[config.mk]
export PLATFORM = sky130hd
export DESIGN_NAME = lsb_core
export DESIGN_NICKNAME = d
export VERILOG_FILES = /design/src/design/lsb_core.v
export VERILOG_INCLUDE_DIRS = /design/src /design/src/design
export SDC_FILE = /design/constraint.sdc
export NUM_CORES = 1
export LEC_CHECK = 0
export ABC_AREA = 1
export BUFFER_PORTS_ARGS = -buffer_cell sky130_fd_sc_hd__buf_2
export CAP_MARGIN = 10
export CORE_ASPECT_RATIO = 2
export CORE_MARGIN = 2
export CORE_UTILIZATION = 60
export DETAILED_ROUTE_END_ITERATION = 12
export HOLD_SLACK_MARGIN = 0.15
export PLACE_DENSITY = 0.86
export SYNTH_ARGS = -nofsm -noshare
export SYNTH_HDL_FRONTEND = slang
export SYNTH_SLANG_ARGS = --single-unit
[constraint.sdc]
create_clock -name sys_clk_i -period 3.2 [get_ports sys_clk_i]
set_clock_uncertainty 0.05 [all_clocks]
set_input_delay 0.64 -clock sys_clk_i [delete_from_list [all_inputs] [get_ports sys_clk_i]]
set_output_delay 0.64 -clock sys_clk_i [all_outputs]
set_load 0.05 [all_outputs]
[src/design/lsb_consts.vh]
// Purpose: shared constants of the serial break and LIN header block
// Assumes: one clock, 16 oversampling ticks per bit from a divider
// Notes: counts are in bit times unless named otherwise; LSB_RX_BRK_BITS is in oversampling ticks
`ifndef LSB_CONSTS_VH
`define LSB_CONSTS_VH
`define LSB_OS_PER_BIT      5'd16
`define LSB_OS_MID          4'h8
`define LSB_BRK_BITS_8      4'ha
`define LSB_BRK_BITS_9      4'hb
`define LSB_BRK_BITS_LIN    4'hd
`define LSB_IDLE_BITS_8     4'ha
`define LSB_IDLE_BITS_9     4'hb
`define LSB_DATA_BITS_8     4'ha
`define LSB_DATA_BITS_9     4'hb
`define LSB_HDR_MAX_BITS    6'h39
`define LSB_RX_BRK_BITS     8'hb0
`define LSB_TX_IDLE         2'h0
`define LSB_TX_IDLECHR      2'h1
`define LSB_TX_BREAK        2'h2
`define LSB_TX_DATA         2'h3
`define LSB_HDR_NONE        2'h0
`define LSB_HDR_BREAK       2'h1
`define LSB_HDR_SYNC        2'h2
`define LSB_HDR_IDENT       2'h3
`endif

[src/design/lsb_core.v]
// Purpose: serial transmitter with break and idle generation, receiver with LIN slave header timing
// Assumes: baud_div_i gives system clocks per oversampling tick, nonzero
// Notes: clk_en_i low freezes every register
`include "lsb_consts.vh"
module lsb_core (
  input  wire        sys_clk_i,
  input  wire        reset_i,
  input  wire        clk_en_i,
  input  wire [15:0] baud_div_i,
  input  wire        transmitter_enable_bit_i,
  input  wire        send_break_bit_i,
  input  wire        word_len_bit_i,
  input  wire        lin_enable_bit_i,
  input  wire        lin_slave_bit_i,
  input  wire [7:0]  tx_data_i,
  input  wire        tx_load_i,
  input  wire        mute_set_i,
  input  wire        status_rd_i,
  input  wire        data_rd_i,
  input  wire        rx_pin_i,
  output wire        tx_pin_o,
  output wire        tx_ready_o,
  output wire        lin_master_o,
  output wire        mute_o,
  output wire        receive_full_flag_o,
  output wire        header_detected_flag_o,
  output wire        header_error_flag_o,
  output wire [7:0]  serial_data_register_o,
  output wire        irq_o
);
  localparam [15:0] ONE16 = 16'h0001;

  // break length for the current mode
  function [3:0] brk_len;
    input lin_m;
    input m9;
    begin
      if (lin_m)
        brk_len = `LSB_BRK_BITS_LIN;
      else if (m9)
        brk_len = `LSB_BRK_BITS_9;
      else
        brk_len = `LSB_BRK_BITS_8;
    end
  endfunction

  reg [15:0] div_q;
  reg        os_tick_q;
  reg [2:0]  rx_sync_q;
  reg        rx_line_q;
  reg        tx_en_prev_q;
  reg        brk_bit_prev_q;
  reg        idle_pend_q;
  reg        brk_pend_q;
  reg [1:0]  tx_st_q;
  reg [3:0]  tx_os_q;
  reg [3:0]  tx_bits_q;
  reg [10:0] tx_sh_q;
  reg        tx_pin_q;
  reg        rx_busy_q;
  reg [3:0]  rx_os_q;
  reg [3:0]  rx_idx_q;
  reg [8:0]  rx_sh_q;
  reg [7:0]  rx_data_q;
  reg        rx_full_q;
  reg        hdr_found_q;
  reg        hdr_err_q;
  reg        mute_q;
  reg        stat_seen_q;
  reg [7:0]  low_cnt_q;
  reg [1:0]  hdr_st_q;
  reg [9:0]  hdr_os_q;
  reg        byte_done;
  reg        byte_ok;
  wire       lin_master;
  wire       hdr_timeout;
  wire       ident_done;
  wire       rx_sample;
  wire [3:0] rx_last;

  assign lin_master = lin_enable_bit_i & ~word_len_bit_i;
  assign rx_last    = word_len_bit_i ? `LSB_DATA_BITS_9 - 4'h1 : `LSB_DATA_BITS_8 - 4'h1;
  assign rx_sample  = os_tick_q & rx_busy_q & (rx_os_q == `LSB_OS_MID);
  assign hdr_timeout = (hdr_st_q != `LSB_HDR_NONE) & (hdr_os_q > {`LSB_HDR_MAX_BITS, 4'h0}); // ticks past 57 bits
  assign ident_done = byte_done & byte_ok & (hdr_st_q == `LSB_HDR_IDENT) & ~hdr_timeout;

  // oversampling tick divider, sixteen ticks per bit
  always @(posedge sys_clk_i) begin
    if (reset_i) begin
      div_q     <= 16'h0000;
      os_tick_q <= 1'b0;
    end else if (clk_en_i) begin
      if (div_q + ONE16 >= baud_div_i) begin
        div_q     <= 16'h0000;
        os_tick_q <= 1'b1;
      end else begin
        div_q     <= div_q + ONE16;
        os_tick_q <= 1'b0;
      end
    end
  end

  // three-stage input synchroniser, level changes when stages two and three agree
  always @(posedge sys_clk_i) begin
    if (reset_i) begin
      rx_sync_q <= 3'h7;
      rx_line_q <= 1'b1;
    end else if (clk_en_i) begin
      rx_sync_q <= {rx_sync_q[1:0], rx_pin_i};
      if (rx_sync_q[1] == rx_sync_q[2])
        rx_line_q <= rx_sync_q[2];
    end
  end

  // transmit request capture and frame sequencer
  always @(posedge sys_clk_i) begin
    if (reset_i) begin
      tx_en_prev_q   <= 1'b0;
      brk_bit_prev_q <= 1'b0;
      idle_pend_q <= 1'b0;
      brk_pend_q  <= 1'b0;
      tx_st_q     <= `LSB_TX_IDLE;
      tx_os_q     <= 4'h0;
      tx_bits_q   <= 4'h0;
      tx_sh_q     <= 11'h7ff;
      tx_pin_q    <= 1'b1;
    end else if (clk_en_i) begin
      tx_en_prev_q   <= transmitter_enable_bit_i;
      brk_bit_prev_q <= send_break_bit_i;
      if (transmitter_enable_bit_i & ~tx_en_prev_q)
        idle_pend_q <= 1'b1;
      if (send_break_bit_i & ~brk_bit_prev_q)
        brk_pend_q <= 1'b1;
      case (tx_st_q)
        `LSB_TX_IDLE: begin
          tx_pin_q <= 1'b1;
          tx_os_q  <= 4'h0;
          if (!transmitter_enable_bit_i) begin
            tx_st_q <= `LSB_TX_IDLE;
          end else if (idle_pend_q || !tx_en_prev_q) begin
            idle_pend_q <= 1'b0; // idle goes out ahead of a pending break or load
            tx_bits_q   <= word_len_bit_i ? `LSB_IDLE_BITS_9 : `LSB_IDLE_BITS_8;
            tx_st_q     <= `LSB_TX_IDLECHR;
          end else if (brk_pend_q | send_break_bit_i) begin
            brk_pend_q <= 1'b0;
            tx_bits_q  <= brk_len(lin_master, word_len_bit_i);
            tx_pin_q   <= 1'b0;
            tx_st_q    <= `LSB_TX_BREAK;
          end else if (tx_load_i) begin
            tx_sh_q   <= {1'b1, 1'b1, tx_data_i, 1'b0};
            tx_bits_q <= word_len_bit_i ? `LSB_DATA_BITS_9 : `LSB_DATA_BITS_8;
            tx_pin_q  <= 1'b0;
            tx_st_q   <= `LSB_TX_DATA;
          end
        end
        default: begin
          if (os_tick_q) begin
            tx_os_q <= tx_os_q + 4'h1;
            if (tx_os_q == 4'hf) begin
              tx_bits_q <= tx_bits_q - 4'h1;
              if (tx_st_q == `LSB_TX_DATA) begin
                tx_sh_q  <= {1'b1, tx_sh_q[10:1]};
                tx_pin_q <= tx_sh_q[1];
              end
              if (tx_bits_q == 4'h1) begin
                // a break ends once; a new one starts only if the bit is still set
                if ((tx_st_q == `LSB_TX_BREAK) && send_break_bit_i && !idle_pend_q) begin
                  brk_pend_q <= 1'b0;
                  tx_bits_q  <= brk_len(lin_master, word_len_bit_i);
                  tx_pin_q   <= 1'b0;
                end else begin
                  tx_pin_q <= 1'b1;
                  tx_st_q  <= `LSB_TX_IDLE;
                end
              end
            end
          end
        end
      endcase
    end
  end

  // receive byte engine, one sample per bit at tick 8 of sixteen
  always @* begin
    byte_done = rx_sample & (rx_idx_q == rx_last);
    byte_ok   = rx_line_q;
  end

  always @(posedge sys_clk_i) begin
    if (reset_i) begin
      rx_busy_q <= 1'b0;
      rx_os_q   <= 4'h0;
      rx_idx_q  <= 4'h0;
      rx_sh_q   <= 9'h000;
    end else if (clk_en_i) begin
      if (!rx_busy_q) begin
        rx_os_q  <= 4'h0;
        rx_idx_q <= 4'h0;
        if (!rx_line_q && (low_cnt_q == 8'h00))
          rx_busy_q <= 1'b1;
      end else if (os_tick_q) begin
        rx_os_q <= rx_os_q + 4'h1;
        if (rx_sample) begin
          rx_sh_q <= {rx_line_q, rx_sh_q[8:1]};
          if (((rx_idx_q == 4'h0) && rx_line_q) || byte_done)
            rx_busy_q <= 1'b0;
        end
        if (rx_os_q == 4'hf)
          rx_idx_q <= rx_idx_q + 4'h1;
      end
    end
  end

  // break detector, header timer and status flags
  always @(posedge sys_clk_i) begin
    if (reset_i) begin
      low_cnt_q   <= 8'h00;
      hdr_st_q    <= `LSB_HDR_NONE;
      hdr_os_q    <= 10'h000;
      rx_data_q   <= 8'h00;
      rx_full_q   <= 1'b0;
      hdr_found_q <= 1'b0;
      hdr_err_q   <= 1'b0;
      mute_q      <= 1'b0;
      stat_seen_q <= 1'b0;
    end else if (clk_en_i) begin
      if (rx_line_q)
        low_cnt_q <= 8'h00;
      else if (os_tick_q && (low_cnt_q != 8'hff))
        low_cnt_q <= low_cnt_q + 8'h01;
      // saturates at full scale so the timeout compare can still be reached
      if ((hdr_st_q != `LSB_HDR_NONE) && os_tick_q && (hdr_os_q != 10'h3ff))
        hdr_os_q <= hdr_os_q + 10'h001;
      // header sequence in slave mode
      if (!lin_slave_bit_i || !lin_enable_bit_i) begin
        hdr_st_q <= `LSB_HDR_NONE;
      end else if (hdr_timeout) begin
        hdr_st_q <= `LSB_HDR_NONE; // abort, no wake and no detect
      end else if (os_tick_q && (low_cnt_q == `LSB_RX_BRK_BITS - 8'h01)) begin
        hdr_st_q <= `LSB_HDR_BREAK;
        hdr_os_q <= {2'b00, `LSB_RX_BRK_BITS};
      end else if ((hdr_st_q == `LSB_HDR_BREAK) && rx_busy_q && (low_cnt_q == 8'h00)) begin
        hdr_st_q <= `LSB_HDR_SYNC;
      end else if ((hdr_st_q == `LSB_HDR_SYNC) && byte_done) begin
        hdr_st_q <= `LSB_HDR_IDENT;
      end else if (ident_done) begin
        hdr_st_q <= `LSB_HDR_NONE;
      end
      if (byte_done && byte_ok) begin
        rx_data_q <= word_len_bit_i ? rx_sh_q[7:0] : rx_sh_q[8:1]; // ninth bit dropped
      end
      // clear sequence: status read while a flag stands, then data read
      if (status_rd_i && (hdr_err_q || rx_full_q || hdr_found_q))
        stat_seen_q <= 1'b1;
      else if (data_rd_i)
        stat_seen_q <= 1'b0;
      if (stat_seen_q && data_rd_i) begin
        hdr_err_q   <= 1'b0;
        rx_full_q   <= 1'b0;
        hdr_found_q <= 1'b0;
      end
      // set terms come last so a same-cycle event wins over the clear
      if (mute_set_i)
        mute_q <= 1'b1;
      if (hdr_timeout)
        hdr_err_q <= 1'b1;
      if (ident_done) begin
        hdr_found_q <= 1'b1;
        rx_full_q   <= 1'b1;
        mute_q      <= 1'b0;
      end else if (byte_done && byte_ok && !mute_q && (hdr_st_q == `LSB_HDR_NONE)) begin
        rx_full_q <= 1'b1;
      end else if (byte_done && byte_ok && !mute_q && (hdr_st_q == `LSB_HDR_SYNC)) begin
        rx_full_q <= 1'b1;
      end
    end
  end

  assign tx_pin_o               = tx_pin_q;
  assign tx_ready_o             = (tx_st_q == `LSB_TX_IDLE) & transmitter_enable_bit_i & tx_en_prev_q &
                                  ~idle_pend_q & ~brk_pend_q & ~send_break_bit_i;
  assign lin_master_o           = lin_master;
  assign mute_o                 = mute_q;
  assign receive_full_flag_o    = rx_full_q;
  assign header_detected_flag_o = hdr_found_q;
  assign header_error_flag_o    = hdr_err_q;
  assign serial_data_register_o = rx_data_q;
  assign irq_o                  = hdr_err_q | hdr_found_q | rx_full_q;
endmodule

==> impl_metrics.ini <==
[status]
run_status = completed

[global_routing]
grt_use_total_pct = 25.8
grt_pass1_wl_microns = 20800
grt_antenna_before_repair = 0
grt_overflow_total = 0
grt_pass1_vias = 5034
grt_max_degree = 37

[worst_setup_path]
cp.required_ns = 2.51
critPathCaptureType = primary output
critical_path_class = reg2out
cp_common_cell = nor2_1
cp_num_buf_inv = 4
critPathMaxStageDelay_ns = 0.36
start_kind = flip-flop
cp.arrival_ns = 2.19
critPathTopFamily = simple AND/OR/NAND/NOR gates
critical_path.cell_chain = nor2_4, inv_2, nor2_1, inv_1, nor2_1, inv_1, nor2_1, buf_2
cp.depth = 8
slowest_stage = dfxtp_1
path_max_fanout = 17
r2r_cells = 17

[floorplanning]
initial_core_util_pct = 60.7
die_h_microns = 138
core_sq_um = 8890
num_io_pins = 53
placementRows = 49
die_w_microns = 71.1
dieArea_sq_um = 9820

[sta]
hold_ws_ns = 0.411
rsz0062_at_grt = no
final_max_slew_viol_count = 0
clock.fmax_mhz = 347
final_hold_viol_count = 0
setup_tns_ns = 0
worstMarginPinSlew_ns = 0.674
period_needed_ns = 2.88
fin_crit_sh_pct = 90.1
slew_headroom_pct = 55.0
finalSetupViolCount = 0

[clock_tree]
cts_tree = yes
numCtsBuffers = 9
postCtsSetupBuffers = 0
postCtsResizedCells = 0
clockBufferDepth = 2
cts_root_buffer = clkbuf_16
clkSinkCount = 95
htreeDepth = 3
clk_latency_ns = 0.34
clk_pin_slew_ns = 0.06
cts_hold_buf = 0

[yosys]
ys_types = 47
syn_area_sq_um = 5400
synth_edf_count = 0
synthArstFlopShare_pct = 0
synth.area.top_cells = dfxtp_1 35%, nand2_1 12%, inv_1 7.4%
ys_ff_latch = 95
syn_area_per_cell_sq_um = 6.85
synth_top_area_cell = dfxtp_1
synth_most_common_cell = nand2_1
synth_top_area_share_pct = 35.2
yosys_warnings = 0
synth_cells = 788
yosys-top-cells-count = 179 x nand2_1, 106 x inv_1, 95 x dfxtp_1
syn-num-nets = 853
synth-main-ff-cell = dfxtp_1
ys_seq_area_share_pct = 35.2

[placed_design]
place_congestion = 0.892
portBuffers = 52
placed_cells = 927
place.detailed.hpwl_microns = 9480

[final_layout]
area_growth_pct = 11.1
fillCellCount = 749
drive_gt1_share_pct = 12.1
finalNonFillerCells = 943
num_antenna_cells = 0
fin_nets = 901

[detailed_routing]
ant_nets = 0
drtIter0Drc = 284
routed-via-count = 5232
wl_per_cell_microns = 13.1
route.detailed.vias_per_inst = 5.55
drtPass1Iterations = 8
drt-total-wl_microns = 12400
drc = 0

[power_and_ir_drop]
p_leak_nw = 2.73
power_density_nw_per_um2 = 419
irDropWorstVdd_uv = 346

[hold_path]
hp-class = reg2reg
whs_path_depth = 2

[run]
max_cap_viol_count = 0
==> kinds of logic after synthesis <==
group           share of synthesized area (%)
compound gates                           14.5
simple gates                             30.4
fa+ha+maj                                6.49
flops                                    35.2
buf+inv                                  10.0
xor+xnor                                 3.38
==> placed cells by master, fill, tap and decap left out, drive strengths merged, types with 12 or more instances in the layout <==
cell,count
o21ai,43
nand2,183
xor2,16
nor3,17
dfxtp,95
ha,28
nand3,64
nor2,96
clkbuf,12
a21oi,59
buf,58
inv,109
==> worst register-to-register path, cell delays in order (launching register included) <==
cell and delay [ns]:
dfxtp_1 0.35, ha_1 0.20, nand2_1 0.07, nor2_2 0.11
nand3_1 0.19, nor3_1 0.25, nand2_1 0.10, and2_1 0.17
ha_1 0.27, nand2_1 0.04, inv_1 0.06, nand3_1 0.09
nor3_1 0.19, nand3_1 0.09, nand3_1 0.09, nand2_1 0.11
nand2_4 0.18, nor2_1 0.08
==> flip-flops by register name (all words and copies together), names as in the netlist, 2 cells and up <==
name,count
rx_os_q,4
div_q,16
serial_data_register_o,8
low_cnt_q,8
tx_os_q,4
hdr_os_q,10
tx_bits_q,4
tx_st_q,2
rx_idx_q,4
tx_sh_q,8
rx_sh_q,9
rx_sync_q,3
hdr_st_q,2
==> area by class of cell <==
| cell class | count | area (sq um) | share of cell area [%] |
|---|---|---|---|
| repair buffers | 58 | 305 | 5.09 |
| flip-flops and latches | 95 | 1900 | 31.7 |
| clock inverters | 4 | 20.0 | 0.334 |
| inverters | 113 | 424 | 7.07 |
| well taps | 102 | 128 | 2.13 |
| multi-input cells | 559 | 2960 | 49.4 |
| clock buffers | 12 | 256 | 4.28 |
==> stage by stage <==
step                      util, %  area [sq um]  power, mW  setup slack, ns
after floorplan                 -          5400       1.46            0.516
after global placement       64.3          5710       1.53            0.333
after detailed placement     64.3          5710       1.54            0.176
after CTS                    67.4          5990       2.52            0.148
after global routing         67.5          6000       2.62          0.00386
final                        67.5          6000       2.51            0.317
==> path summary, 6_finish.rpt <==
check	start	end	slack, ns
setup / recovery	tx_st_q[0]	tx_ready_o	0.32
hold / removal	rx_sh_q[0]	rx_sh_q[0]	0.41
setup reg to reg	div_q[1]	div_q[7]	0.40
hold reg to reg	rx_sh_q[0]	rx_sh_q[0]	0.41
==> per-layer routing <==
layer / GRT usage (%) / vias up / wire length, microns
met5: 0 / - / 0
met3: 4.30 / 46 / 531
met2: 47.9 / 158 / 6620
met1: 26.2 / 2378 / 4680
li1: - / 2650 / -
met4: 14.5 / 0 / 564
==> where the power goes <==
group / switching, mW / internal [mW] / total, mW / leakage (nW)
combinational: 0.187 / 0.0965 / 0.283 / 1.82
sequential: 0.0243 / 1.21 / 1.24 / 0.771
clock: 0.427 / 0.564 / 0.991 / 0.142
total: 0.638 / 1.87 / 2.51 / 2.73
Power figures use the tool's default switching activity.
